File: src/common/dtr_pkg.sv
// Constants for the D-PHY timing override register bank.
// Assumes a 32-bit classic Wishbone slave with word-aligned byte registers.
package dtr_pkg;

    // Bus geometry
    localparam int ADR_W = 12;
    localparam int DAT_W = 32;
    localparam int IDX_W = 8;
    localparam int VAL_W = 7;
    localparam int NUM_SLOT = 6;
    localparam int SLOT_W = 3;

    // Field layout of every timing register
    localparam int OV_BIT = 7;
    localparam int VAL_LSB = 0;

    // Register indices; byte address is four times the index
    localparam logic [IDX_W-1:0] IDX_HS_PREP = 8'h44;
    localparam logic [IDX_W-1:0] IDX_HS_ZERO = 8'h45;
    localparam logic [IDX_W-1:0] IDX_HS_TRAIL = 8'h46;
    localparam logic [IDX_W-1:0] IDX_HS_EXIT = 8'h47;
    localparam logic [IDX_W-1:0] IDX_LP_TRANS = 8'h48;
    localparam logic [IDX_W-1:0] IDX_RATE_SEL = 8'h50;
    localparam logic [IDX_W-1:0] IDX_STATUS = 8'h51;
    localparam logic [IDX_W-1:0] IDX_P1_CK_PREP = 8'h60;

    // Slot numbers of the timing registers
    localparam logic [SLOT_W-1:0] SLOT_HS_PREP = 3'h0;
    localparam logic [SLOT_W-1:0] SLOT_HS_ZERO = 3'h1;
    localparam logic [SLOT_W-1:0] SLOT_HS_TRAIL = 3'h2;
    localparam logic [SLOT_W-1:0] SLOT_HS_EXIT = 3'h3;
    localparam logic [SLOT_W-1:0] SLOT_LP_TRANS = 3'h4;
    localparam logic [SLOT_W-1:0] SLOT_P1_CK_PREP = 3'h5;
    localparam logic [SLOT_W-1:0] SLOT_NONE = 3'h7;

    // Reset values of the timing registers
    localparam logic [7:0] RST_HS_PREP = 8'h06;
    localparam logic [7:0] RST_HS_ZERO = 8'h0c;
    localparam logic [7:0] RST_HS_TRAIL = 8'h08;
    localparam logic [7:0] RST_HS_EXIT = 8'h0b;
    localparam logic [7:0] RST_LP_TRANS = 8'h06;
    localparam logic [7:0] RST_P1_CK_PREP = 8'h05;

    // Lane rate selection codes
    typedef enum logic [2:0] {
        RATE_400 = 3'h0,
        RATE_800 = 3'h1,
        RATE_1200 = 3'h2,
        RATE_1500 = 3'h3,
        RATE_1600 = 3'h4
    } dtr_rate_t;
    localparam dtr_rate_t RATE_RST = RATE_800;

    // Derived values per rate, slot 0 in the low bits
    localparam logic [NUM_SLOT*VAL_W-1:0] AUTO_800 = {RST_P1_CK_PREP[6:0], RST_LP_TRANS[6:0],
        RST_HS_EXIT[6:0], RST_HS_TRAIL[6:0], RST_HS_ZERO[6:0], RST_HS_PREP[6:0]};
    localparam logic [NUM_SLOT*VAL_W-1:0] AUTO_400 = {7'h03, 7'h04, 7'h06, 7'h05, 7'h07, 7'h04};
    localparam logic [NUM_SLOT*VAL_W-1:0] AUTO_1200 = {7'h07, 7'h09, 7'h10, 7'h0c, 7'h12, 7'h09};
    localparam logic [NUM_SLOT*VAL_W-1:0] AUTO_1500 = {7'h09, 7'h0b, 7'h14, 7'h0f, 7'h16, 7'h0b};
    localparam logic [NUM_SLOT*VAL_W-1:0] AUTO_1600 = {7'h0a, 7'h0c, 7'h16, 7'h10, 7'h18, 7'h0c};

endpackage

File: src/rtl/dtr_auto_rom.sv
// Table of rate-derived timing values, one row per lane rate.
// Assumes the rate code is stable for a cycle; output is registered.
`timescale 1ns/1ns
module dtr_auto_rom
    import dtr_pkg::*;
(
    input wire logic clk_i, // System clock
    input wire logic rst_i, // Synchronous reset, active high
    input wire dtr_rate_t rate_i, // Selected lane rate
    output logic [NUM_SLOT*VAL_W-1:0] auto_o // Derived values, slot 0 low
);

    logic [NUM_SLOT*VAL_W-1:0] row_d;
    logic [NUM_SLOT*VAL_W-1:0] row_q;

    // Row lookup by rate
    always_comb begin
        unique case (rate_i)
            RATE_400: row_d = AUTO_400;
            RATE_800: row_d = AUTO_800;
            RATE_1200: row_d = AUTO_1200;
            RATE_1500: row_d = AUTO_1500;
            RATE_1600: row_d = AUTO_1600;
            default: row_d = AUTO_800;
        endcase
    end

    // Registered read data
    always_ff @(posedge clk_i) begin
        if (rst_i) begin
            row_q <= AUTO_800;
        end else begin
            row_q <= row_d;
        end
    end

    assign auto_o = row_q;

endmodule

File: src/rtl/dtr_regs.sv
// D-PHY timing override register bank behind a classic Wishbone slave.
// Assumes one 10 MHz clock, synchronous reset and a well-behaved master.
//
// Functional notes
// - Bit 7 picks automatic or register value
// - Override clear: value field reads derived value
// - Override set: field writable, read back, applied
// - Derived values follow rate; reset at 800
// - Prepare register at 0x44, reset 0x06
// - Zero register at 0x45, reset 0x0c
// - Trail register at 0x46, reset 0x08
// - Exit register at 0x47, reset 0x0b
// - Low-power transition at 0x48, reset 0x06
// - Every override bit resets to zero
// - Port 1 clock prepare at 0x60, reset 0x05
`timescale 1ns/1ns
module dtr_regs
    import dtr_pkg::*;
(
    input wire logic clk_i, // System clock, 10 MHz
    input wire logic rst_i, // Synchronous reset, active high
    input wire logic wb_cyc_i, // Bus cycle
    input wire logic wb_stb_i, // Strobe
    input wire logic wb_we_i, // Write enable
    input wire logic [ADR_W-1:0] wb_adr_i, // Byte address
    input wire logic [3:0] wb_sel_i, // Byte lane selects
    input wire logic [DAT_W-1:0] wb_dat_i, // Write data
    output logic [DAT_W-1:0] wb_dat_o, // Read data
    output logic wb_ack_o, // Acknowledge
    output logic [VAL_W-1:0] hs_prepare_time_o, // Applied HS prepare
    output logic [VAL_W-1:0] hs_zero_time_o, // Applied HS zero
    output logic [VAL_W-1:0] hs_trail_time_o, // Applied HS trail
    output logic [VAL_W-1:0] hs_exit_time_o, // Applied HS exit
    output logic [VAL_W-1:0] lp_transition_time_o, // Applied LP transition
    output logic [VAL_W-1:0] p1_clock_prepare_time_o, // Applied port 1 clock prepare
    output logic [2:0] lane_rate_o, // Selected lane rate code
    output logic timing_change_o // Pulse when any applied value changes
);

    // Maps a register index to its timing slot
    function automatic logic [SLOT_W-1:0] slot_of(input logic [IDX_W-1:0] idx);
        logic [SLOT_W-1:0] s;
        s = SLOT_NONE;
        unique case (idx)
            IDX_HS_PREP: s = SLOT_HS_PREP;
            IDX_HS_ZERO: s = SLOT_HS_ZERO;
            IDX_HS_TRAIL: s = SLOT_HS_TRAIL;
            IDX_HS_EXIT: s = SLOT_HS_EXIT;
            IDX_LP_TRANS: s = SLOT_LP_TRANS;
            IDX_P1_CK_PREP: s = SLOT_P1_CK_PREP;
            default: s = SLOT_NONE;
        endcase
        return s;
    endfunction

    // Reset value of a timing slot
    function automatic logic [7:0] rst_of(input int unsigned slot);
        logic [7:0] r;
        r = 8'h00;
        unique case (slot)
            0: r = RST_HS_PREP;
            1: r = RST_HS_ZERO;
            2: r = RST_HS_TRAIL;
            3: r = RST_HS_EXIT;
            4: r = RST_LP_TRANS;
            5: r = RST_P1_CK_PREP;
            default: r = 8'h00;
        endcase
        return r;
    endfunction

    // Legal rate codes
    function automatic logic rate_ok(input logic [2:0] code);
        return (code <= RATE_1600);
    endfunction

    // Bus request decode
    logic req;
    logic wr_en;
    logic rd_en;
    logic [IDX_W-1:0] idx;
    logic [SLOT_W-1:0] hit_slot;
    logic ack_q;
    logic [DAT_W-1:0] rdat_q;
    logic [DAT_W-1:0] rdat_d;

    // Per-slot state
    logic [NUM_SLOT-1:0] ov_q;
    logic [VAL_W-1:0] val_q [NUM_SLOT];
    logic [VAL_W-1:0] applied_q [NUM_SLOT];
    logic [VAL_W-1:0] applied_d [NUM_SLOT];
    logic [VAL_W-1:0] auto_val [NUM_SLOT];
    logic [NUM_SLOT*VAL_W-1:0] auto_bus;
    logic [NUM_SLOT-1:0] slot_diff;

    // Rate and status state
    dtr_rate_t rate_q;
    logic settle_q;
    logic change_q;

    // A request is taken once, in the cycle before ack rises
    assign req = wb_cyc_i && wb_stb_i && !ack_q;
    assign wr_en = req && wb_we_i && wb_sel_i[0];
    assign rd_en = req && !wb_we_i;
    assign idx = wb_adr_i[IDX_W+1:2];
    assign hit_slot = slot_of(idx);

    // Derived value table, registered inside
    dtr_auto_rom u_auto_rom (
        .clk_i(clk_i),
        .rst_i(rst_i),
        .rate_i(rate_q),
        .auto_o(auto_bus)
    );

    // Lane rate select register; illegal codes are ignored
    always_ff @(posedge clk_i) begin
        if (rst_i) begin
            rate_q <= RATE_RST;
        end else if (wr_en && idx == IDX_RATE_SEL && rate_ok(wb_dat_i[2:0])) begin
            rate_q <= dtr_rate_t'(wb_dat_i[2:0]);
        end
    end

    // Marks the cycle in which the table row is still catching up
    always_ff @(posedge clk_i) begin
        if (rst_i) begin
            settle_q <= 1'b0;
        end else begin
            settle_q <= wr_en && idx == IDX_RATE_SEL && rate_ok(wb_dat_i[2:0]);
        end
    end

    // Timing slots: override bit, held value and applied value
    genvar g;
    generate
        for (g = 0; g < NUM_SLOT; g++) begin : g_slot
            assign auto_val[g] = auto_bus[g*VAL_W +: VAL_W];

            // Override bit and software value
            always_ff @(posedge clk_i) begin
                if (rst_i) begin
                    ov_q[g] <= 1'b0;
                    val_q[g] <= VAL_W'(rst_of(g));
                end else if (wr_en && hit_slot == SLOT_W'(g)) begin
                    ov_q[g] <= wb_dat_i[OV_BIT];
                    if (wb_dat_i[OV_BIT]) begin
                        val_q[g] <= wb_dat_i[VAL_LSB +: VAL_W];
                    end
                end
            end

            // Source select for the applied parameter
            assign applied_d[g] = ov_q[g] ? val_q[g] : auto_val[g];
            assign slot_diff[g] = applied_d[g] != applied_q[g];

            // Applied parameter register
            always_ff @(posedge clk_i) begin
                if (rst_i) begin
                    applied_q[g] <= VAL_W'(rst_of(g));
                end else begin
                    applied_q[g] <= applied_d[g];
                end
            end
        end
    endgenerate

    // Change pulse toward the transmitter sequencer
    always_ff @(posedge clk_i) begin
        if (rst_i) begin
            change_q <= 1'b0;
        end else begin
            change_q <= |slot_diff;
        end
    end

    // Read data selection
    always_comb begin
        rdat_d = '0;
        if (hit_slot != SLOT_NONE) begin
            rdat_d[OV_BIT] = ov_q[hit_slot];
            if (ov_q[hit_slot]) begin
                rdat_d[VAL_LSB +: VAL_W] = val_q[hit_slot];
            end else begin
                rdat_d[VAL_LSB +: VAL_W] = auto_val[hit_slot];
            end
        end else if (idx == IDX_RATE_SEL) begin
            rdat_d[2:0] = rate_q;
        end else if (idx == IDX_STATUS) begin
            rdat_d[NUM_SLOT-1:0] = ov_q;
            rdat_d[8] = settle_q;
        end
    end

    // Acknowledge: one cycle after the request, dropped the next
    always_ff @(posedge clk_i) begin
        if (rst_i) begin
            ack_q <= 1'b0;
        end else begin
            ack_q <= req;
        end
    end

    // Read data register, zero for writes and unmapped reads
    always_ff @(posedge clk_i) begin
        if (rst_i) begin
            rdat_q <= '0;
        end else if (rd_en) begin
            rdat_q <= rdat_d;
        end else if (req) begin
            rdat_q <= '0;
        end
    end

    // Outputs, all straight from registers
    assign wb_ack_o = ack_q;
    assign wb_dat_o = rdat_q;
    assign hs_prepare_time_o = applied_q[SLOT_HS_PREP];
    assign hs_zero_time_o = applied_q[SLOT_HS_ZERO];
    assign hs_trail_time_o = applied_q[SLOT_HS_TRAIL];
    assign hs_exit_time_o = applied_q[SLOT_HS_EXIT];
    assign lp_transition_time_o = applied_q[SLOT_LP_TRANS];
    assign p1_clock_prepare_time_o = applied_q[SLOT_P1_CK_PREP];
    assign lane_rate_o = rate_q;
    assign timing_change_o = change_q;

endmodule
File: config.mk
export PLATFORM = sky130hd
export DESIGN_NAME = dtr_regs
export DESIGN_NICKNAME = d
export VERILOG_FILES = /design/src/common/dtr_pkg.sv /design/src/rtl/dtr_auto_rom.sv /design/src/rtl/dtr_regs.sv
export SDC_FILE = /design/constraint.sdc
export NUM_CORES = 1
export LEC_CHECK = 0
export CAP_MARGIN = 15
export CORE_ASPECT_RATIO = 1.5
export CORE_UTILIZATION = 65
export CTS_CLUSTER_DIAMETER = 80
export DETAILED_ROUTE_END_ITERATION = 10
export DONT_BUFFER_PORTS = 1
export PLACE_DENSITY = 0.84
export RECOVER_POWER = 50
export SYNTH_ARGS = -nofsm -noshare
export SYNTH_HDL_FRONTEND = slang
export SYNTH_HIERARCHICAL = 1
export SYNTH_SLANG_ARGS = --single-unit
File: constraint.sdc
create_clock -name clk_i -period 5.2 [get_ports clk_i]
set_input_delay 1.04 -clock clk_i [delete_from_list [all_inputs] [get_ports clk_i]]
set_output_delay 1.04 -clock clk_i [all_outputs]
set_load 0.01 [all_outputs]
# Word level (Yosys, flattened, before mapping)
# Memories as Yosys holds them, arrays and structs flattened.
# Cells that the tools add are included.
# Widths: inputs -> output; s select.
classes:
  magnitude_cmp: 3
  eq_ne: 23
  n_mux: 58
  n_bitwise: 13
  reduce_logical: 19
op_table:
  columns: ["cell", "n"]
  rows:
  - ["$pmux 39 s4", 1]
  - ["$mux 7", 21]
  - ["$eq 8x7->1 const B", 8]
  - ["$ne 7x7->1", 6]
  - ["$mux 1", 26]
  - ["$bmux 7 s3", 1]
  - ["$mux 9", 2]
  - ["$pmux 3 s6", 1]
  - ["$logic_and 1x1->1", 13]
  - ["$eq 3x2->1 const B", 4]
  - ["$mux 6", 2]
  - ["$or 1x1->1", 12]
  - ["$eq 3x3->1 const B", 3]
  - ["$logic_not 3->1", 2]
  - ["$mux 3", 2]
  - ["$reduce_or 6->1", 1]
  - ["$ge 4x4->1 const B", 1]
  - ["$lt 3x4->1 const B", 1]
  - ["$not 3->4", 1]
  - ["$bmux 1 s3", 1]
  - ["$eq 3x1->1 const B", 1]
  - ["$le 3x3->1 const B", 1]
  - ["$ne 3x3->1 const B", 1]
  - ["$logic_not 1->1", 2]
  - ["other kinds (2)", 2]
totals:
  ff_bits: 63
  ramBits: 84
  inputBits: 53
  output_inout_bits: 79
  elab_cells: 130
  memories: 2
memory_table:
  columns: ["memory", "words", "width", "read_ports", "rd_clocked_by_memory_dff", "wr", "line", "rtl"]
  rows:
  - ["applied_q", 6, 7, 6, 0, 6, "dtr_regs.sv:90", "logic [VAL_W-1:0] applied_q [NUM_SLOT];"]
  - ["val_q", 6, 7, 7, 0, 6, "dtr_regs.sv:89", "logic [VAL_W-1:0] val_q [NUM_SLOT];"]

# Longest topological paths before layout
logic_depth:
  depth_word: 9
  ltp_mapped: 9
  depth_no_buf: 6

# Hierarchy
# Netlist, hierarchy kept.
modules_own_cells:
  columns: ["mod", "instances", "cells_per_inst", "area_each_um2", "seq_area_each_um2"]
  rows:
  - ["dtr_regs", 1, 558, 5582.9, 2522.4]
  - ["dtr_auto_rom", 1, 69, 693.2, 360.3]

# Least setup slack after synthesis
# No wires, ideal clock.
synth_timing:
  kind: "in2reg"
  from: "input wb_adr_i[6]"
  to: "memory val_q[1][0] (enable)"
  setup_ns: 0.381
  arrival_ns: 3.004
  required_ns: 4.819
  path_slack_ns: 1.815
  path_stages: 5
  path_buffers: 1
  path_cell_list: "or3b_1 or4_1 a21o_1 buf_2 o21ai_0"
synth_lines:
  columns: ["item", "line", "rtl"]
  rows:
  - ["start: declaration", "dtr_regs.sv:25", "input wire logic [ADR_W-1:0] wb_adr_i,"]
  - ["end: declaration", "dtr_regs.sv:89", null]

==> impl_metrics.csv <==
group,metric,value,unit
run_status,outcome,"completed",
min_path,min_path_cells,2,
floorplan,die_width,82.23,um
global_routing,grt_pass1_wl,26480,um
pwr,power.density,344.4,mW/mm^2
logic_synthesis,yosys.area.top_type,"dfxtp_1",
route,drc,0,
critical_path,ff2ff_setup_slack,2120,ps
timing,slew-limit-headroom,0.2777,
global_routing,antenna_found_initial,0,
timing,period_share,0.6531,
logic_synthesis,ys_types,74,
final_layout,antenna_cells,0,
final_layout,multi_input_area,0.003015,mm^2
logic_synthesis,synth_ff_type,"dfxtp_1",
clock_tree,clock_path_buffers,2,
critical_path,r2r_cells,5,
floorplan,coreArea,0.009308,mm^2
logic_synthesis,async_flop_share,0,
pwr,leakagePower,2.283,nW
route,drt_wl_total,17880,um
timing,slew_viol_final,0,
route,vias_per_cell,6.923,
timing,setup_violations,0,
critical_path,worst_setup_path_end_kind,"register",
critical_path,cp.arrival,3440,ps
clock_tree,cts_tree,"done",
timing,rsz0062_at_grt,"no",
route,ant_nets,0,
logic_synthesis,postSynthCellCount,627,
floorplan,boundaryPins,132,
timing,clock-skew-final,7.248,ps
clock_tree,postCtsHoldBufs,0,
logic_synthesis,synthTopCellsByArea,"dfxtp_1, edfxtp_1, mux2i_1",
critical_path,cp_max_fo,16,
logic_synthesis,synth-seq-area-share,0.4593,
final_layout,seqCellArea,0.002883,mm^2
critical_path,r2r_start,"wb_ack_o",
global_routing,grt_overflow,0,
global_routing,grt_usage,0.3725,
timing,fmax,294.5,MHz
min_path,holdPathEnd,"wb_dat_o[8]",
place,gp_congestion,1.083,
logic_synthesis,ys_ff_latch,123,
clock_tree,clk_pin_slew,60,ps
critical_path,required,5240,ps
clock_tree,cts_root_buffer,"clkbuf_16",
final_layout,fin_nets,658,
job,maxCapViolCount,0,
logic_synthesis,synth_edf_count,42,
final_layout,fillers,640,
clock_tree,worstSkewPairLatency,420,ps
floorplan,initial_utilization,0.6743,
clock_tree,cts_htree_levels,4,
critical_path,startpoint_type,"input port",
final_layout,drive_gt1_frac,0.08752,
clock_tree,cts_setup_buffers,0,
critical_path,reg2reg_to,"val_q[5][5]",
timing,hold_viol_final,0,
global_routing,grt_max_degree,59,
final_layout,utilization,0.7160,
floorplan,die_h,122.3,um
timing,period_needed,3396,ps
clock_tree,cts.sinks,123,
place,port_buffers,0,
route,wl_per_cell,24.53,um
floorplan,num_rows,43,
critical_path,critPathKind,"in2reg",
place,dpl.hpwl,12550,um
final_layout,syn_to_final_growth,6.180,%
floorplan,dieArea,0.01006,mm^2
min_path,hold_class,"reg2reg",
global_routing,grt_pass1_vias,4782,
logic_synthesis,syn_area,0.006276,mm^2
pwr,irDropWorstVdd,358.5,uV
route,num_vias,5047,
logic_synthesis,syn_avg_cell_area,10.01,um^2
clock_tree,cts_buffers,17,
critical_path,cp-startpoint,"wb_adr_i[6]",
timing,fin_setup_tns,0,ps
timing,worst_slew_pin_slew,1075,ps
logic_synthesis,synth_warnings,6,
logic_synthesis,synth_top_area_frac,0.2584,
clock_tree,cts_resized,0,
min_path,min_from,"settle_q",
route,drt_iter0_markers,871,
route,drt_pass1_iterations,10,
## report_power, final
part | leakage (nW) | total [mW] | switching, mW | internal, mW
Sequential | 1.05 | 1.03 | 0.0170 | 1.01
Combinational | 0.939 | 0.0890 | 0.0598 | 0.0292
Clock | 0.291 | 1.18 | 0.407 | 0.770
## worst max-delay path, cell delays in order
cell	delay [ps]
or3b_1	430
or4_1	600
a21o_1	450
o21ai_0	910
## logic make-up (layout without fill, tap and decap cells)
group | after synthesis | in the layout | share of synthesized area
buffers and inverters | 83 | 37 | 0.08154
xor gates and xnor gates | 45 | 45 | 0.06280
other | 2 | 38 | 0.001197
and+or+nand+nor | 218 | 218 | 0.1822
DFF | 123 | 123 | 0.4593
muxes | 47 | 47 | 0.07556
AOI/OAI and AO/OA | 109 | 109 | 0.1374
## worst max path at each step
| stage | end | depth (start not counted) |
|---|---|---|
| 2_1_floorplan | val_q[1][0] | 5 |
| 3_3_place_gp | val_q[5][1] | 4 |
| 3_5_place_dp | val_q[5][2] | 4 |
| 4_1_cts | val_q[5][3] | 4 |
| 5_1_grt | val_q[5][4] | 4 |
| 6_report | val_q[5][5] | 4 |
## layout by cell type (no fill, tap or decap), types with 11 or more instances in the layout
cell	n
o221ai_1	11
nor4_1	11
xor2_1	11
conb_1	38
clkbuf_16	19
a21oi_1	11
edfxtp_1	42
nand3_1	15
or3_1	12
dfxtp_1	81
nand2_1	49
xnor2_1	34
mux2i_1	44
and2_1	32
nor2_1	52
o21ai_0	21
## metal layers
layer / vias to the layer above / share of wire / global-route usage
met2: 432 / 0.48 / 0.5950
met4: 0 / 0.082 / 0.2730
met1: 2345 / 0.33 / 0.4072
met5: - / 0 / 0
li1: 2145 / - / -
met3: 125 / 0.11 / 0.1160
## final cells by class
| cell class | instances | area share |
|---|---|---|
| sequential | 123 | 0.4326 |
| clock buffer | 25 | 0.07623 |
| clock inverter | 6 | 0.01258 |
| tap | 112 | 0.02103 |
| inverter | 3 | 0.001690 |
| multi-input combinational | 457 | 0.4525 |
| timing repair buffer | 3 | 0.003380 |
## through the flow
step	setup WS [ps]	area (um^2)	hold slack [ps]	std cells	total power, mW
final	1804	6664	507.5	729	2.295
after global routing	1726	6664	534.4	729	2.347
after CTS	1826	6671	506.6	729	2.293
after detailed placement	1428	6080	494.4	698	1.131
after global placement	1561	6080	489.4	698	1.128
after floorplan	1815	6411	468.3	663	1.140
## cells in the mapped netlist (3+ instances only)
library cell  instances
xnor2_1              34
dfxtp_1              81
o221ai_1             11
a21o_1                3
a22o_1                3
nand4_1               7
buf_4                47
o22ai_1               4
nand3_1              15
nor3_1                5
nor3b_1               3
o221a_1               4
nand2b_1              5
nand2_1              49
edfxtp_1             42
nor2b_1               4
a31oi_1               4
mux2i_1              44
nor2_1               52
a311oi_1              3
a21oi_1              11
nor4_1               11
o21ai_0              20
nor4b_1               3
a22oi_1               6
clkbuf_1             18
and2_1               32
or2_2                 7
buf_1                 6
inv_1                 3
o22a_1                5
buf_2                 6
or3_1                12
a221oi_1              6
xor2_1               11
mux2_2                3
## state kept, by name (all words and copies together), names as in the netlist
name / count
settle_q: 1
timing_change_o: 1
val_q: 42
wb_dat_o: 9
u_auto_rom/auto_o: 18
lane_rate_o: 3
applied_q: 42
wb_ack_o: 1
ov_q: 6
(Power assumes the default switching activity.)
